<file path="src/common/sensor_readout_pkg.sv">
// constants, state encoding, widths and reset values shared by the sensor readout design
// Operation
// - conversion command starts one pressure or temperature conversion
// - after completion, read shifts result out MSB first
// - read without prior conversion returns zero
// - repeated read without new conversion returns zero
// - read during conversion returns zero, result corrupted
// - conversion command during conversion yields wrong result
// - busy from command until conversion finishes
// - acknowledge bit follows every eight data bits
// - answer seven-bit address 1110110, R/W last
// - one-byte commands: 0x40-0x4A, 0x50-0x5A, read 0x00
package sensor_readout_pkg;

	// ***************************************************************
	// bus addressing and command codes
	// ***************************************************************
	localparam logic [6:0] SLAVE_ADDR = 7'h76;          // 1110110
	localparam logic [7:0] CMD_ADC_READ = 8'h00;        // fetch conversion result
	localparam logic [3:0] CMD_PRESSURE_HI = 4'h4;      // upper nibble, raw_pressure_conversion
	localparam logic [3:0] CMD_TEMP_HI = 4'h5;          // upper nibble, raw_temperature_conversion
	localparam logic [2:0] OSR_CODE_MAX = 3'h5;         // highest oversampling_ratio code

	// ***************************************************************
	// widths, counts and reset values
	// ***************************************************************
	localparam int RESULT_W = 24;                       // conversion result width
	localparam int FIFO_DEPTH = 32;                     // words buffered from the converter
	localparam logic [3:0] BITS_PER_BYTE = 4'h8;        // data bits between acknowledges
	localparam logic [1:0] LAST_BYTE_IDX = 2'h2;        // three result bytes, index 0..2
	localparam logic [23:0] RESULT_RST = 24'h000000;    // result value after reset and on error
	localparam logic [2:0] OSR_RST = 3'h0;              // oversampling code after reset

	// ***************************************************************
	// serial protocol states
	// ***************************************************************
	typedef enum logic [2:0] {
		ST_IDLE     = 3'b000,   // waiting for a start condition
		ST_ADDR     = 3'b001,   // shifting in address byte
		ST_ADDR_ACK = 3'b010,   // driving address acknowledge
		ST_CMD      = 3'b011,   // shifting in command byte
		ST_CMD_ACK  = 3'b100,   // driving command acknowledge
		ST_TX       = 3'b101,   // shifting out a result byte
		ST_TX_ACK   = 3'b110    // listening for the host acknowledge
	} link_state_t;

endpackage

</file>
<file path="src/rtl/conversion_readout.sv">
// two-wire slave that starts conversions and returns the 24-bit result
`timescale 1ns/1ps
`default_nettype none
module conversion_readout
	import sensor_readout_pkg::*;
(
	input wire logic clk,                     // 100 MHz system clock
	input wire logic rst,                     // synchronous, active high
	input wire logic scl_i,                   // serial clock pin level
	input wire logic sda_i,                   // serial data pin level
	output logic sda_o,                       // serial data drive value, always low
	output logic sda_oe_n,                    // low while pulling the data line low
	output logic conv_start,                  // one-cycle request to the converter
	output logic conv_temp,                   // 1: temperature, 0: pressure
	output logic [2:0] conv_osr,              // oversampling_ratio code of the request
	output logic conv_busy,                   // conversion in progress
	input wire logic adc_valid,               // converter result offered
	output logic adc_ready,                   // result buffer has room
	input wire logic [RESULT_W-1:0] adc_data  // converter result word
);

	// ***************************************************************
	// pin synchronisers and edge detection
	// ***************************************************************
	logic scl_ff1_q, scl_ff2_q, scl_ff3_q;   // clock pin chain
	logic sda_ff1_q, sda_ff2_q, sda_ff3_q;   // data pin chain
	logic scl_q, sda_q;                      // accepted levels
	logic scl_d, sda_d;                      // levels accepted this cycle
	logic scl_rise, scl_fall;                // clock edges
	logic start_cond, stop_cond;             // bus conditions

	// three-stage chains; only the second stage reads the first
	always_ff @(posedge clk) begin
		if (rst) begin
			scl_ff1_q <= 1'b1;
			scl_ff2_q <= 1'b1;
			scl_ff3_q <= 1'b1;
			sda_ff1_q <= 1'b1;
			sda_ff2_q <= 1'b1;
			sda_ff3_q <= 1'b1;
		end else begin
			scl_ff1_q <= scl_i;
			scl_ff2_q <= scl_ff1_q;
			scl_ff3_q <= scl_ff2_q;
			sda_ff1_q <= sda_i;
			sda_ff2_q <= sda_ff1_q;
			sda_ff3_q <= sda_ff2_q;
		end
	end

	// a level change counts only once stages two and three agree
	assign scl_d = (scl_ff2_q == scl_ff3_q) ? scl_ff3_q : scl_q;
	assign sda_d = (sda_ff2_q == sda_ff3_q) ? sda_ff3_q : sda_q;

	// accepted levels, idle bus reads high
	always_ff @(posedge clk) begin
		if (rst) begin
			scl_q <= 1'b1;
			sda_q <= 1'b1;
		end else begin
			scl_q <= scl_d;
			sda_q <= sda_d;
		end
	end

	assign scl_rise = ~scl_q & scl_d;
	assign scl_fall = scl_q & ~scl_d;
	// data moving while the clock stays high marks start or stop
	assign start_cond = scl_q & scl_d & sda_q & ~sda_d;
	assign stop_cond = scl_q & scl_d & ~sda_q & sda_d;

	// ***************************************************************
	// serial protocol engine
	// ***************************************************************
	link_state_t state_q;                    // protocol state
	logic [7:0] shift_q;                     // received byte
	logic [3:0] bit_cnt_q;                   // bits taken or sent in this byte
	logic [1:0] byte_idx_q;                  // result byte being sent
	logic rw_q;                              // 1: read access addressed
	logic host_ack_q;                        // host pulled data low in ack slot
	logic cmd_done;                          // command byte complete, pulse
	logic is_conv;                           // command byte is a conversion
	logic is_read;                           // command byte is an ADC read

	assign cmd_done = (state_q == ST_CMD) && scl_fall && (bit_cnt_q == BITS_PER_BYTE);

	// conversion codes: nibble 4 or 5, even, oversampling code 0..5
	assign is_conv = ((shift_q[7:4] == CMD_PRESSURE_HI) || (shift_q[7:4] == CMD_TEMP_HI))
		&& !shift_q[0] && (shift_q[3:1] <= OSR_CODE_MAX);
	assign is_read = (shift_q == CMD_ADC_READ);

	// state transitions; start and stop win over any byte in flight
	always_ff @(posedge clk) begin
		if (rst) begin
			state_q <= ST_IDLE;
		end else if (start_cond) begin
			state_q <= ST_ADDR;
		end else if (stop_cond) begin
			state_q <= ST_IDLE;
		end else if (scl_fall) begin
			unique case (state_q)
				ST_IDLE: begin
					state_q <= ST_IDLE;
				end
				ST_ADDR: begin
					// answer only our address, ignore other slaves
					if (bit_cnt_q == BITS_PER_BYTE) begin
						state_q <= (shift_q[7:1] == SLAVE_ADDR) ? ST_ADDR_ACK : ST_IDLE;
					end
				end
				ST_ADDR_ACK: begin
					state_q <= rw_q ? ST_TX : ST_CMD;
				end
				ST_CMD: begin
					if (bit_cnt_q == BITS_PER_BYTE) begin
						state_q <= ST_CMD_ACK;
					end
				end
				ST_CMD_ACK: begin
					// one command per write; further bytes go unanswered
					state_q <= ST_IDLE;
				end
				ST_TX: begin
					// pause for the acknowledge after eight bits
					if (bit_cnt_q == BITS_PER_BYTE - 4'h1) begin
						state_q <= ST_TX_ACK;
					end
				end
				ST_TX_ACK: begin
					// continue only on acknowledge with bytes left
					if (host_ack_q && (byte_idx_q != LAST_BYTE_IDX)) begin
						state_q <= ST_TX;
					end else begin
						state_q <= ST_IDLE;
					end
				end
				default: begin
					state_q <= ST_IDLE;
				end
			endcase
		end
	end

	// bit counter: counts rises while receiving, falls while sending
	always_ff @(posedge clk) begin
		if (rst) begin
			bit_cnt_q <= 4'h0;
		end else if (start_cond) begin
			bit_cnt_q <= 4'h0;
		end else if (scl_rise && ((state_q == ST_ADDR) || (state_q == ST_CMD))) begin
			bit_cnt_q <= bit_cnt_q + 4'h1;
		end else if (scl_fall) begin
			if (state_q == ST_TX) begin
				bit_cnt_q <= bit_cnt_q + 4'h1;
			end else if ((state_q == ST_ADDR_ACK) || (state_q == ST_TX_ACK)) begin
				bit_cnt_q <= 4'h0;
			end
		end
	end

	// receive shifter, first bit lands in the top
	always_ff @(posedge clk) begin
		if (rst) begin
			shift_q <= 8'h00;
		end else if (scl_rise && ((state_q == ST_ADDR) || (state_q == ST_CMD))) begin
			shift_q <= {shift_q[6:0], sda_d};
		end
	end

	// direction bit of the address byte
	always_ff @(posedge clk) begin
		if (rst) begin
			rw_q <= 1'b0;
		end else if ((state_q == ST_ADDR) && scl_fall && (bit_cnt_q == BITS_PER_BYTE)) begin
			rw_q <= shift_q[0];
		end
	end

	// host acknowledge sampled on the ack-slot rise
	always_ff @(posedge clk) begin
		if (rst) begin
			host_ack_q <= 1'b0;
		end else if ((state_q == ST_TX_ACK) && scl_rise) begin
			host_ack_q <= ~sda_d;
		end
	end

	// result byte index, restarted by each addressing
	always_ff @(posedge clk) begin
		if (rst) begin
			byte_idx_q <= 2'h0;
		end else if (state_q == ST_ADDR_ACK) begin
			byte_idx_q <= 2'h0;
		end else if ((state_q == ST_TX_ACK) && scl_fall && host_ack_q
			&& (byte_idx_q != LAST_BYTE_IDX)) begin
			byte_idx_q <= byte_idx_q + 2'h1;
		end
	end

	// ***************************************************************
	// data line drive
	// ***************************************************************
	logic [7:0] tx_byte;                     // byte on the wire now
	logic tx_bit;                            // bit on the wire now
	logic drive_low;                         // pull the line low
	logic sda_oe_n_q;                        // registered enable
	logic [RESULT_W-1:0] tx_word_q;          // word latched for readout

	always_comb begin
		unique case (byte_idx_q)
			2'h0: tx_byte = tx_word_q[23:16];
			2'h1: tx_byte = tx_word_q[15:8];
			default: tx_byte = tx_word_q[7:0];
		endcase
	end

	// most significant bit goes first
	assign tx_bit = tx_byte[3'(4'h7 - bit_cnt_q)];

	always_comb begin
		unique case (state_q)
			ST_ADDR_ACK, ST_CMD_ACK: drive_low = 1'b1;
			ST_TX: drive_low = ~tx_bit;
			default: drive_low = 1'b0;
		endcase
	end

	// registered so the pin never glitches; two clocks after the scl_fall pulse
	always_ff @(posedge clk) begin
		if (rst) begin
			sda_oe_n_q <= 1'b1;
		end else begin
			sda_oe_n_q <= ~drive_low;
		end
	end

	assign sda_oe_n = sda_oe_n_q;
	assign sda_o = 1'b0;   // open drain: only ever pulls low

	// ***************************************************************
	// conversion sequencing and result bookkeeping
	// ***************************************************************
	logic fifo_valid;                        // a finished word is waiting
	logic fifo_pop;                          // accept it as conversion end
	logic [RESULT_W-1:0] fifo_data;          // finished word
	logic busy_q;                            // conversion running
	logic corrupt_q;                         // running conversion was disturbed
	logic result_valid_q;                    // result may be read once
	logic [RESULT_W-1:0] result_q;           // last finished result
	logic conv_start_q;
	logic conv_temp_q;
	logic [2:0] conv_osr_q;

	// words are drained only during a conversion, so the buffer can fill
	assign fifo_pop = fifo_valid & busy_q;

	word_fifo #(
		.WIDTH(RESULT_W),
		.DEPTH(FIFO_DEPTH)
	) u_result_fifo (
		.clk(clk),
		.rst(rst),
		.in_valid(adc_valid),
		.in_ready(adc_ready),
		.in_data(adc_data),
		.out_valid(fifo_valid),
		.out_ready(busy_q),
		.out_data(fifo_data)
	);

	// request to the converter; ignored while already busy
	always_ff @(posedge clk) begin
		if (rst) begin
			conv_start_q <= 1'b0;
			conv_temp_q <= 1'b0;
			conv_osr_q <= OSR_RST;
		end else begin
			conv_start_q <= 1'b0;
			if (cmd_done && is_conv && !busy_q) begin
				conv_start_q <= 1'b1;
				conv_temp_q <= (shift_q[7:4] == CMD_TEMP_HI);
				conv_osr_q <= shift_q[3:1];
			end
		end
	end

	// busy from the accepted command until the finished word arrives
	always_ff @(posedge clk) begin
		if (rst) begin
			busy_q <= 1'b0;
		end else if (cmd_done && is_conv && !busy_q) begin
			busy_q <= 1'b1;
		end else if (fifo_pop) begin
			busy_q <= 1'b0;
		end
	end

	// overlapping command or early read spoils the running result
	always_ff @(posedge clk) begin
		if (rst) begin
			corrupt_q <= 1'b0;
		end else if (cmd_done && is_conv && !busy_q) begin
			corrupt_q <= 1'b0;
		end else if (cmd_done && busy_q && (is_conv || is_read)) begin
			corrupt_q <= 1'b1;
		end
	end

	// finished result; a spoiled one is never handed out
	always_ff @(posedge clk) begin
		if (rst) begin
			result_q <= RESULT_RST;
			result_valid_q <= 1'b0;
		end else if (fifo_pop) begin
			result_q <= fifo_data;
			result_valid_q <= ~(corrupt_q | (cmd_done & (is_conv | is_read)));
		end else if (cmd_done && (is_read || is_conv)) begin
			result_valid_q <= 1'b0;
		end
	end

	// read command latches the word the next read access shifts out
	always_ff @(posedge clk) begin
		if (rst) begin
			tx_word_q <= RESULT_RST;
		end else if (cmd_done && is_read) begin
			if (busy_q || !result_valid_q) begin
				tx_word_q <= RESULT_RST;
			end else begin
				tx_word_q <= result_q;
			end
		end
	end

	assign conv_start = conv_start_q;
	assign conv_temp = conv_temp_q;
	assign conv_osr = conv_osr_q;
	assign conv_busy = busy_q;

endmodule
`default_nettype wire

</file>
<file path="src/rtl/word_fifo.sv">
// synchronous word fifo with registered read data and show-ahead output
`timescale 1ns/1ps
`default_nettype none
module word_fifo #(
	parameter int WIDTH = 24,
	parameter int DEPTH = 32
) (
	input wire logic clk,
	input wire logic rst,
	input wire logic in_valid,
	output logic in_ready,
	input wire logic [WIDTH-1:0] in_data,
	output logic out_valid,
	input wire logic out_ready,
	output logic [WIDTH-1:0] out_data
);
	localparam int AW = $clog2(DEPTH);

	logic [WIDTH-1:0] mem_q [DEPTH];   // storage
	logic [AW-1:0] wr_ptr_q;           // next slot to write
	logic [AW-1:0] rd_ptr_q;           // slot shown at the output
	logic [AW:0] count_q;              // words held
	logic [AW-1:0] rd_next;            // read pointer after this cycle
	logic push;
	logic pop;
	logic [WIDTH-1:0] rdata_q;         // registered head word

	assign in_ready = (count_q != (AW+1)'(DEPTH));
	assign out_valid = (count_q != '0);
	assign push = in_valid & in_ready;
	assign pop = out_valid & out_ready;
	assign rd_next = pop ? rd_ptr_q + 1'b1 : rd_ptr_q;
	assign out_data = rdata_q;

	// storage write, no reset needed on the array
	always_ff @(posedge clk) begin
		if (push) begin
			mem_q[wr_ptr_q] <= in_data;
		end
	end

	// pointers and occupancy
	always_ff @(posedge clk) begin
		if (rst) begin
			wr_ptr_q <= '0;
			rd_ptr_q <= '0;
			count_q <= '0;
		end else begin
			if (push) begin
				wr_ptr_q <= wr_ptr_q + 1'b1;
			end
			rd_ptr_q <= rd_next;
			count_q <= count_q + (AW+1)'(push) - (AW+1)'(pop);
		end
	end

	// head register; bypass covers a write into the slot about to be shown
	always_ff @(posedge clk) begin
		if (rst) begin
			rdata_q <= '0;
		end else if (push && (wr_ptr_q == rd_next)) begin
			rdata_q <= in_data;
		end else begin
			rdata_q <= mem_q[rd_next];
		end
	end
endmodule
`default_nettype wire

</file>
<file path="config.mk">
export PLATFORM = sky130hd
export DESIGN_NAME = conversion_readout
export DESIGN_NICKNAME = d
export VERILOG_FILES = /design/src/common/sensor_readout_pkg.sv /design/src/rtl/conversion_readout.sv /design/src/rtl/word_fifo.sv
export SDC_FILE = /design/constraint.sdc
export NUM_CORES = 1
export LEC_CHECK = 0
export BUFFER_PORTS_ARGS = -buffer_cell sky130_fd_sc_hd__buf_4
export CAP_MARGIN = 10
export CORE_UTILIZATION = 43
export DETAILED_ROUTE_END_ITERATION = 6
export PLACE_DENSITY = 0.57
export SLEW_MARGIN = 20
export SYNTH_ARGS = -nofsm -noshare
export SYNTH_HDL_FRONTEND = slang
export SYNTH_HIERARCHICAL = 1
export SYNTH_SLANG_ARGS = --single-unit
</file>
<file path="constraint.sdc">
create_clock -name clk -period 4.1 [get_ports clk]
set_clock_uncertainty 0.2 [all_clocks]
set_input_delay 0.615 -clock clk [delete_from_list [all_inputs] [get_ports clk]]
set_output_delay 0.615 -clock clk [all_outputs]
set_load 0.1 [all_outputs]
</file>
Word level (Yosys, flattened, before mapping)
Memory sizes are Yosys's and may differ from the RTL's. A register that Yosys moved wholly into a read port is not among the register bits. Index checks and enable logic that the tools add are counted.

Equality and inequality tests: 22. Reduce and logical (&&, ||, !) cells: 42. Bitwise gates (word level): 19. Shifts and indexed selects: 0. Multiply operators: 0. Muxes and demuxes: 29. $lt $le $gt $ge: 2. Div/mod/pow operators: 0. $add $sub $neg: 7.

Operator list (count): $mux 24 (1); $logic_and 1x1->1 (18); $mux 4 (4); $pmux 8 s2 (1); $mux 3 (5); $pmux 3 s5 (1); $mux 1 (13); $eq 4x3->1 const B (3); $add 5x1->5 const B (2); $and 1x1->1 (10); $eq 3x3->1 const B (3); $logic_not 8->1 (1); $ne 4x4->1 const B (2); $reduce_and 4->1 (2); $reduce_or 2->1 (4); $eq 7x7->1 const B (1); $not 1->1 (7); $add 6x1->6 (1); $eq 3x2->1 const B (2); $ne 2x2->1 const B (3); $ne 6x6->1 const B (1); $reduce_bool 2->1 (3); $reduce_bool 3->1 (2); $reduce_bool 6->1 (1); other kinds (22) (30).

Input port bits: 29. ROM bits: 0. Latch bits: 0. Bits in writable memories: 768. Output and inout port bits: 9. Register bits after elaboration: 100. Logic and storage cells: 149. Memories: 1.

Memories: u_result_fifo.mem_q (words 32, bits a word 24, rd ports 1, clocked after memory_dff 1, wr ports 1, RTL line word_fifo.sv:19) `logic [WIDTH-1:0] mem_q [DEPTH];`.

Depth between registers and ports, before layout
Depth after elaboration: 10. Mapped depth: 19.

Hierarchy
The synthesis kept the hierarchy.

By module, submodules not included: word_fifo (area an instance 38363.0 um2, sequential area each 23862.9 um2, cells each 2127, instances 1); conversion_readout (area an instance 3518.4 um2, sequential area each 1681.6 um2, cells each 453, instances 1).

Worst setup path before layout
Ideal clock, no wire load.

Path type: register to register. From: register u_result_fifo.count_q[2]. To: memory u_result_fifo.mem_q[31][0] (enable). Arrival: 3.130 ns. Path buffers: 1. Required time: 3.495 ns. Setup slack: 0.365 ns. Stages on the path, launching flop included: 8. Cells stage by stage: dfxtp_1 -> inv_1 -> ha_1 -> nand3_1 -> and2_1 -> clkbuf_1 -> nand2_1 -> nor2_1.

Longest elaborated chain between the ends: 4.

RTL lines: from (decl) (RTL line word_fifo.sv:22) `logic [AW:0] count_q;`; from (signal assigned) (RTL line word_fifo.sv:53) `count_q <= count_q + (AW+1)'(push) - (AW+1)'(pop);`; $ne 6x6->1 (RTL line word_fifo.sv:28) `assign in_ready = (count_q != (AW+1)'(DEPTH));`; via adc_ready (RTL line conversion_readout.sv:18) `output logic adc_ready,`; $and 1x1->1 (RTL line word_fifo.sv:30) `assign push = in_valid & in_ready;`; $mux 1 (RTL line word_fifo.sv:37) `if (push) begin`; $mux 1 (not written as such) (RTL line word_fifo.sv:38) `mem_q[wr_ptr_q] <= in_data;`; to (decl) (RTL line word_fifo.sv:19).

The timed path passes the listed nets, and every way through them passes these cells.

Worst setup path after layout
From: register u_result_fifo.rd_ptr_q[0]. To: register u_result_fifo.rdata_q[19], in the netlist u_result_fifo/out_data[19] (read register of u_result_fifo.mem_q).

Longest elaborated chain between the ends: 2.

RTL lines: from (decl) (RTL line word_fifo.sv:21) `logic [AW-1:0] rd_ptr_q;`; from (signal assigned) (RTL line word_fifo.sv:52) `rd_ptr_q <= rd_next;`; $add 5x1->5 (RTL line word_fifo.sv:32) `assign rd_next = pop ? rd_ptr_q + 1'b1 : rd_ptr_q;`; $mux 5 (*) (RTL line word_fifo.sv:32); to (decl) (RTL line word_fifo.sv:26) `logic [WIDTH-1:0] rdata_q;`.

Mark *: on every way between the ends. The rest lies on a longest branch, timed or not. A chain may end at the register's enable or synchronous reset.

==> results_dict.tcl <==
set metrics [dict create \
    start_util 0.4337 \
    fin_cells 3967 \
    area_growth_pct 12.17 \
    layout_common_cells "edfxtp_1 (768), mux4_2 (334), mux2i_1 (287)" \
    drive_gt1_frac 0.2520 \
    core.rowCount 114 \
    cts_setup_buffers 0 \
    holdBufCountCts 2 \
    dp_cells 3786 \
    cts_resized 0 \
    yosys.cell_types.count 75 \
    io_pins 38 \
    synth_warnings 6 \
    rsz0062_at_grt "no" \
    synth_area_leaders "edfxtp_1 (55%), mux4_2 (18%), mux2i_1 (6.9%), dfxtp_1 (5.9%), nand2_1 (2.1%)" \
    status "completed" \
    seq_area_frac_synth 0.6099 \
    cts_buffers 97 \
    htreeDepth 3 \
    gr-total-overflow 0 \
    synth_xor_area_frac 0.003884 \
    min_path_type "in2reg" \
    die_h_microns 314.1 \
    numPortBuffers 36 \
    fin_util 0.4865 \
    min_period_ps 3909 \
    die_x_microns 314.1 \
    wirelength_microns 108300 \
    seq_area_sq_um 25550 \
    fin_setup_tns_ps 0 \
    critPathCaptureType "flop" \
    critical_path_class "reg2reg" \
    grt_pass1_vias 24867 \
    fmax_mhz 255.8 \
    drt_iter0_drc 2017 \
    finalSetupViolCount 0 \
    nets 2660 \
    yosys_register_bits 892 \
    avgSynthCellArea_sq_um 16.23 \
    routabilityCongestion 0.8146 \
    grt_first_pass_wirelength_microns 162000 \
    dp_slack_ps 246.4 \
    multiInputGateArea_sq_um 15350 \
    critPathLaunchType "flop" \
    cp.arrival_ps 4230 \
    p_leak_uw 0.01464 \
    antenna_found_initial 1 \
    grt_use_met2 0.3662 \
    cts_buffer_depth 3 \
    root_buffer "clkbuf_16" \
    insertion_delay_ps 670 \
    post-synth-top-area-fraction 0.5507 \
    power.total_uw 19650 \
    synthMuxAreaShare 0.2493 \
    avgViaCountPerCell 6.098 \
    cts_sinks 892 \
    cts_tree "built" \
    clk_pin_slew_ps 70 \
    final_antenna_net_count 0 \
    synth_area_sq_um 41880 \
    final_common_cell "edfxtp_1" \
    fillers 8035 \
    yosysTopAreaCell "edfxtp_1" \
    met3_usage 0.02787 \
    avgRoutedWirePerCell_microns 27.30 \
    drv_slew 0 \
    num_antenna_cells 0 \
    slew_headroom 0.2054 \
    synth-simple-area-share 0.05377 \
    die_area_sq_um 98650 \
    synthArstFlopShare 0 \
    irDropWorstVdd_uv 320.7 \
    max_cap_viol_count 0 \
    synth_ff_type "edfxtp_1" \
    worstMarginPinSlew_ps 1189 \
    dr.pass1.iters 5 \
    required_ps 4420 \
    powerDensity_nw_per_um2 418.2 \
    dp_hpwl_microns 64610 \
    top_usage_layer "met2" \
    synth_edf_count 768 \
    layout_setup_ws_ps 190.8 \
    grt_max_degree 122 \
    synth_top_family_by_area "multiplexers" \
    drc 0 \
    synthAdderAreaFrac 0.006154 \
    finalHoldViolCount 0 \
    vias 24189 \
    grt.total_usage 0.2206 \
    fin_crit_sh 0.9535 \
    cp_max_fo 38 \
    synth_compound_area_frac 0.04983 \
    syn_nets 2629 \
    grtUsageMet1 0.3107 \
    syn_inst 2580 \
    core_sq_um 96570 \
]
[worst max-delay path: stages (launching register included)]
cell	delay [ps]
dfxtp_4	450
ha_4	910
buf_12	310
mux4_2	350
mux2i_1	160
o22ai_1	180
a2111oi_1	970
o31ai_2	130
[per-stage QoR]
stage / hold slack [ps] / cell area [sq um]
4_1_cts: 129.2 / 46970
5_1_grt: 163.8 / 46980
6_report: 156.2 / 46980
2_1_floorplan: 189.5 / 41880
3_5_place_dp: 199.8 / 43910
3_3_place_gp: 200.5 / 43910
[worst paths after layout]
check / from / end / slack, ps / cells past startpoint
worst max-delay path: u_result_fifo/rd_ptr_q[0]$_SDFF_PP0_ / u_result_fifo/out_data[19]$_SDFF_PP0_ / 190 / 7
worst min-delay path: adc_data[21] / u_result_fifo/mem_q[30][21]$_DFFE_PP_ / 160 / 1
worst max register to register: u_result_fifo/rd_ptr_q[0]$_SDFF_PP0_ / u_result_fifo/out_data[19]$_SDFF_PP0_ / 190 / 7
worst min register to register: sda_ff1_q$_SDFF_PP1_ / sda_ff2_q$_SDFF_PP1_ / 210 / 1
[cell type report]
| cell class | instances | area share |
|---|---|---|
| clock buffer | 131 | 0.05481 |
| clock inverter | 48 | 0.009907 |
| inverter | 27 | 0.002264 |
| multi-input combinational | 1464 | 0.3267 |
| sequential | 892 | 0.5439 |
| tap | 1276 | 0.03398 |
| timing repair buffer | 129 | 0.02844 |
[state kept, by name (all words and copies together) (netlist names), 2 cells and up]
| name | cells |
|---|---|
| state_q | 3 |
| u_result_fifo/count_q | 6 |
| byte_idx_q | 2 |
| result_q | 24 |
| u_result_fifo/out_data | 24 |
| u_result_fifo/rd_ptr_q | 5 |
| bit_cnt_q | 4 |
| conv_osr | 3 |
| u_result_fifo/wr_ptr_q | 5 |
| u_result_fifo/mem_q | 768 |
| tx_word_q | 24 |
| shift_q | 8 |
[cells by family (layout without fill, tap and decap cells)]
group                    Yosys count  in the layout
multiplexers                     625            625
flip-flops                       892            892
AO/OA/AOI/OAI                    331            331
other                              1              1
XOR/XNOR                          17             17
adder cells (fa/ha/maj)           20             20
buffers and inverters            224            335
AND/OR/NAND/NOR                  470            470
[synth_stat cells, types with 6 or more instances]
cell type  count
a21oi_1      172
o31ai_2       17
mux2i_1      287
nand3_1       39
dfxtp_1      124
buf_4         14
inv_1         25
a2111oi_1     17
or3_1          6
nand4b_1      25
a2111oi_0      8
clkbuf_1      64
o31ai_1        7
nor2b_1        7
edfxtp_1     768
xnor2_1       11
buf_1          6
buf_2         98
o22ai_1       29
nor4_1        27
mux4_2       334
ha_1          19
buf_6         15
o21ai_0       47
nor2_1        74
nand2_1      237
or2_2         10
nor3_1         7
[layer usage]
metal / vias to the layer above / wire (microns)
met2: 678 / 53350
met1: 12894 / 47600
met5: - / 0
met4: 0 / 1967
li1: 10476 / -
met3: 141 / 5380
[report_power, final]
| group | switching [uW] | total [uW] | internal [uW] | leakage, uW |
|---|---|---|---|---|
| combinational | 658 | 1020 | 359 | 0.00524 |
| sequential | 118 | 10200 | 10000 | 0.00793 |
| clock | 3560 | 8470 | 4910 | 0.00148 |
| total | 4330 | 19600 | 15300 | 0.0146 |
Note: power is estimated with default switching activity, not from simulation.
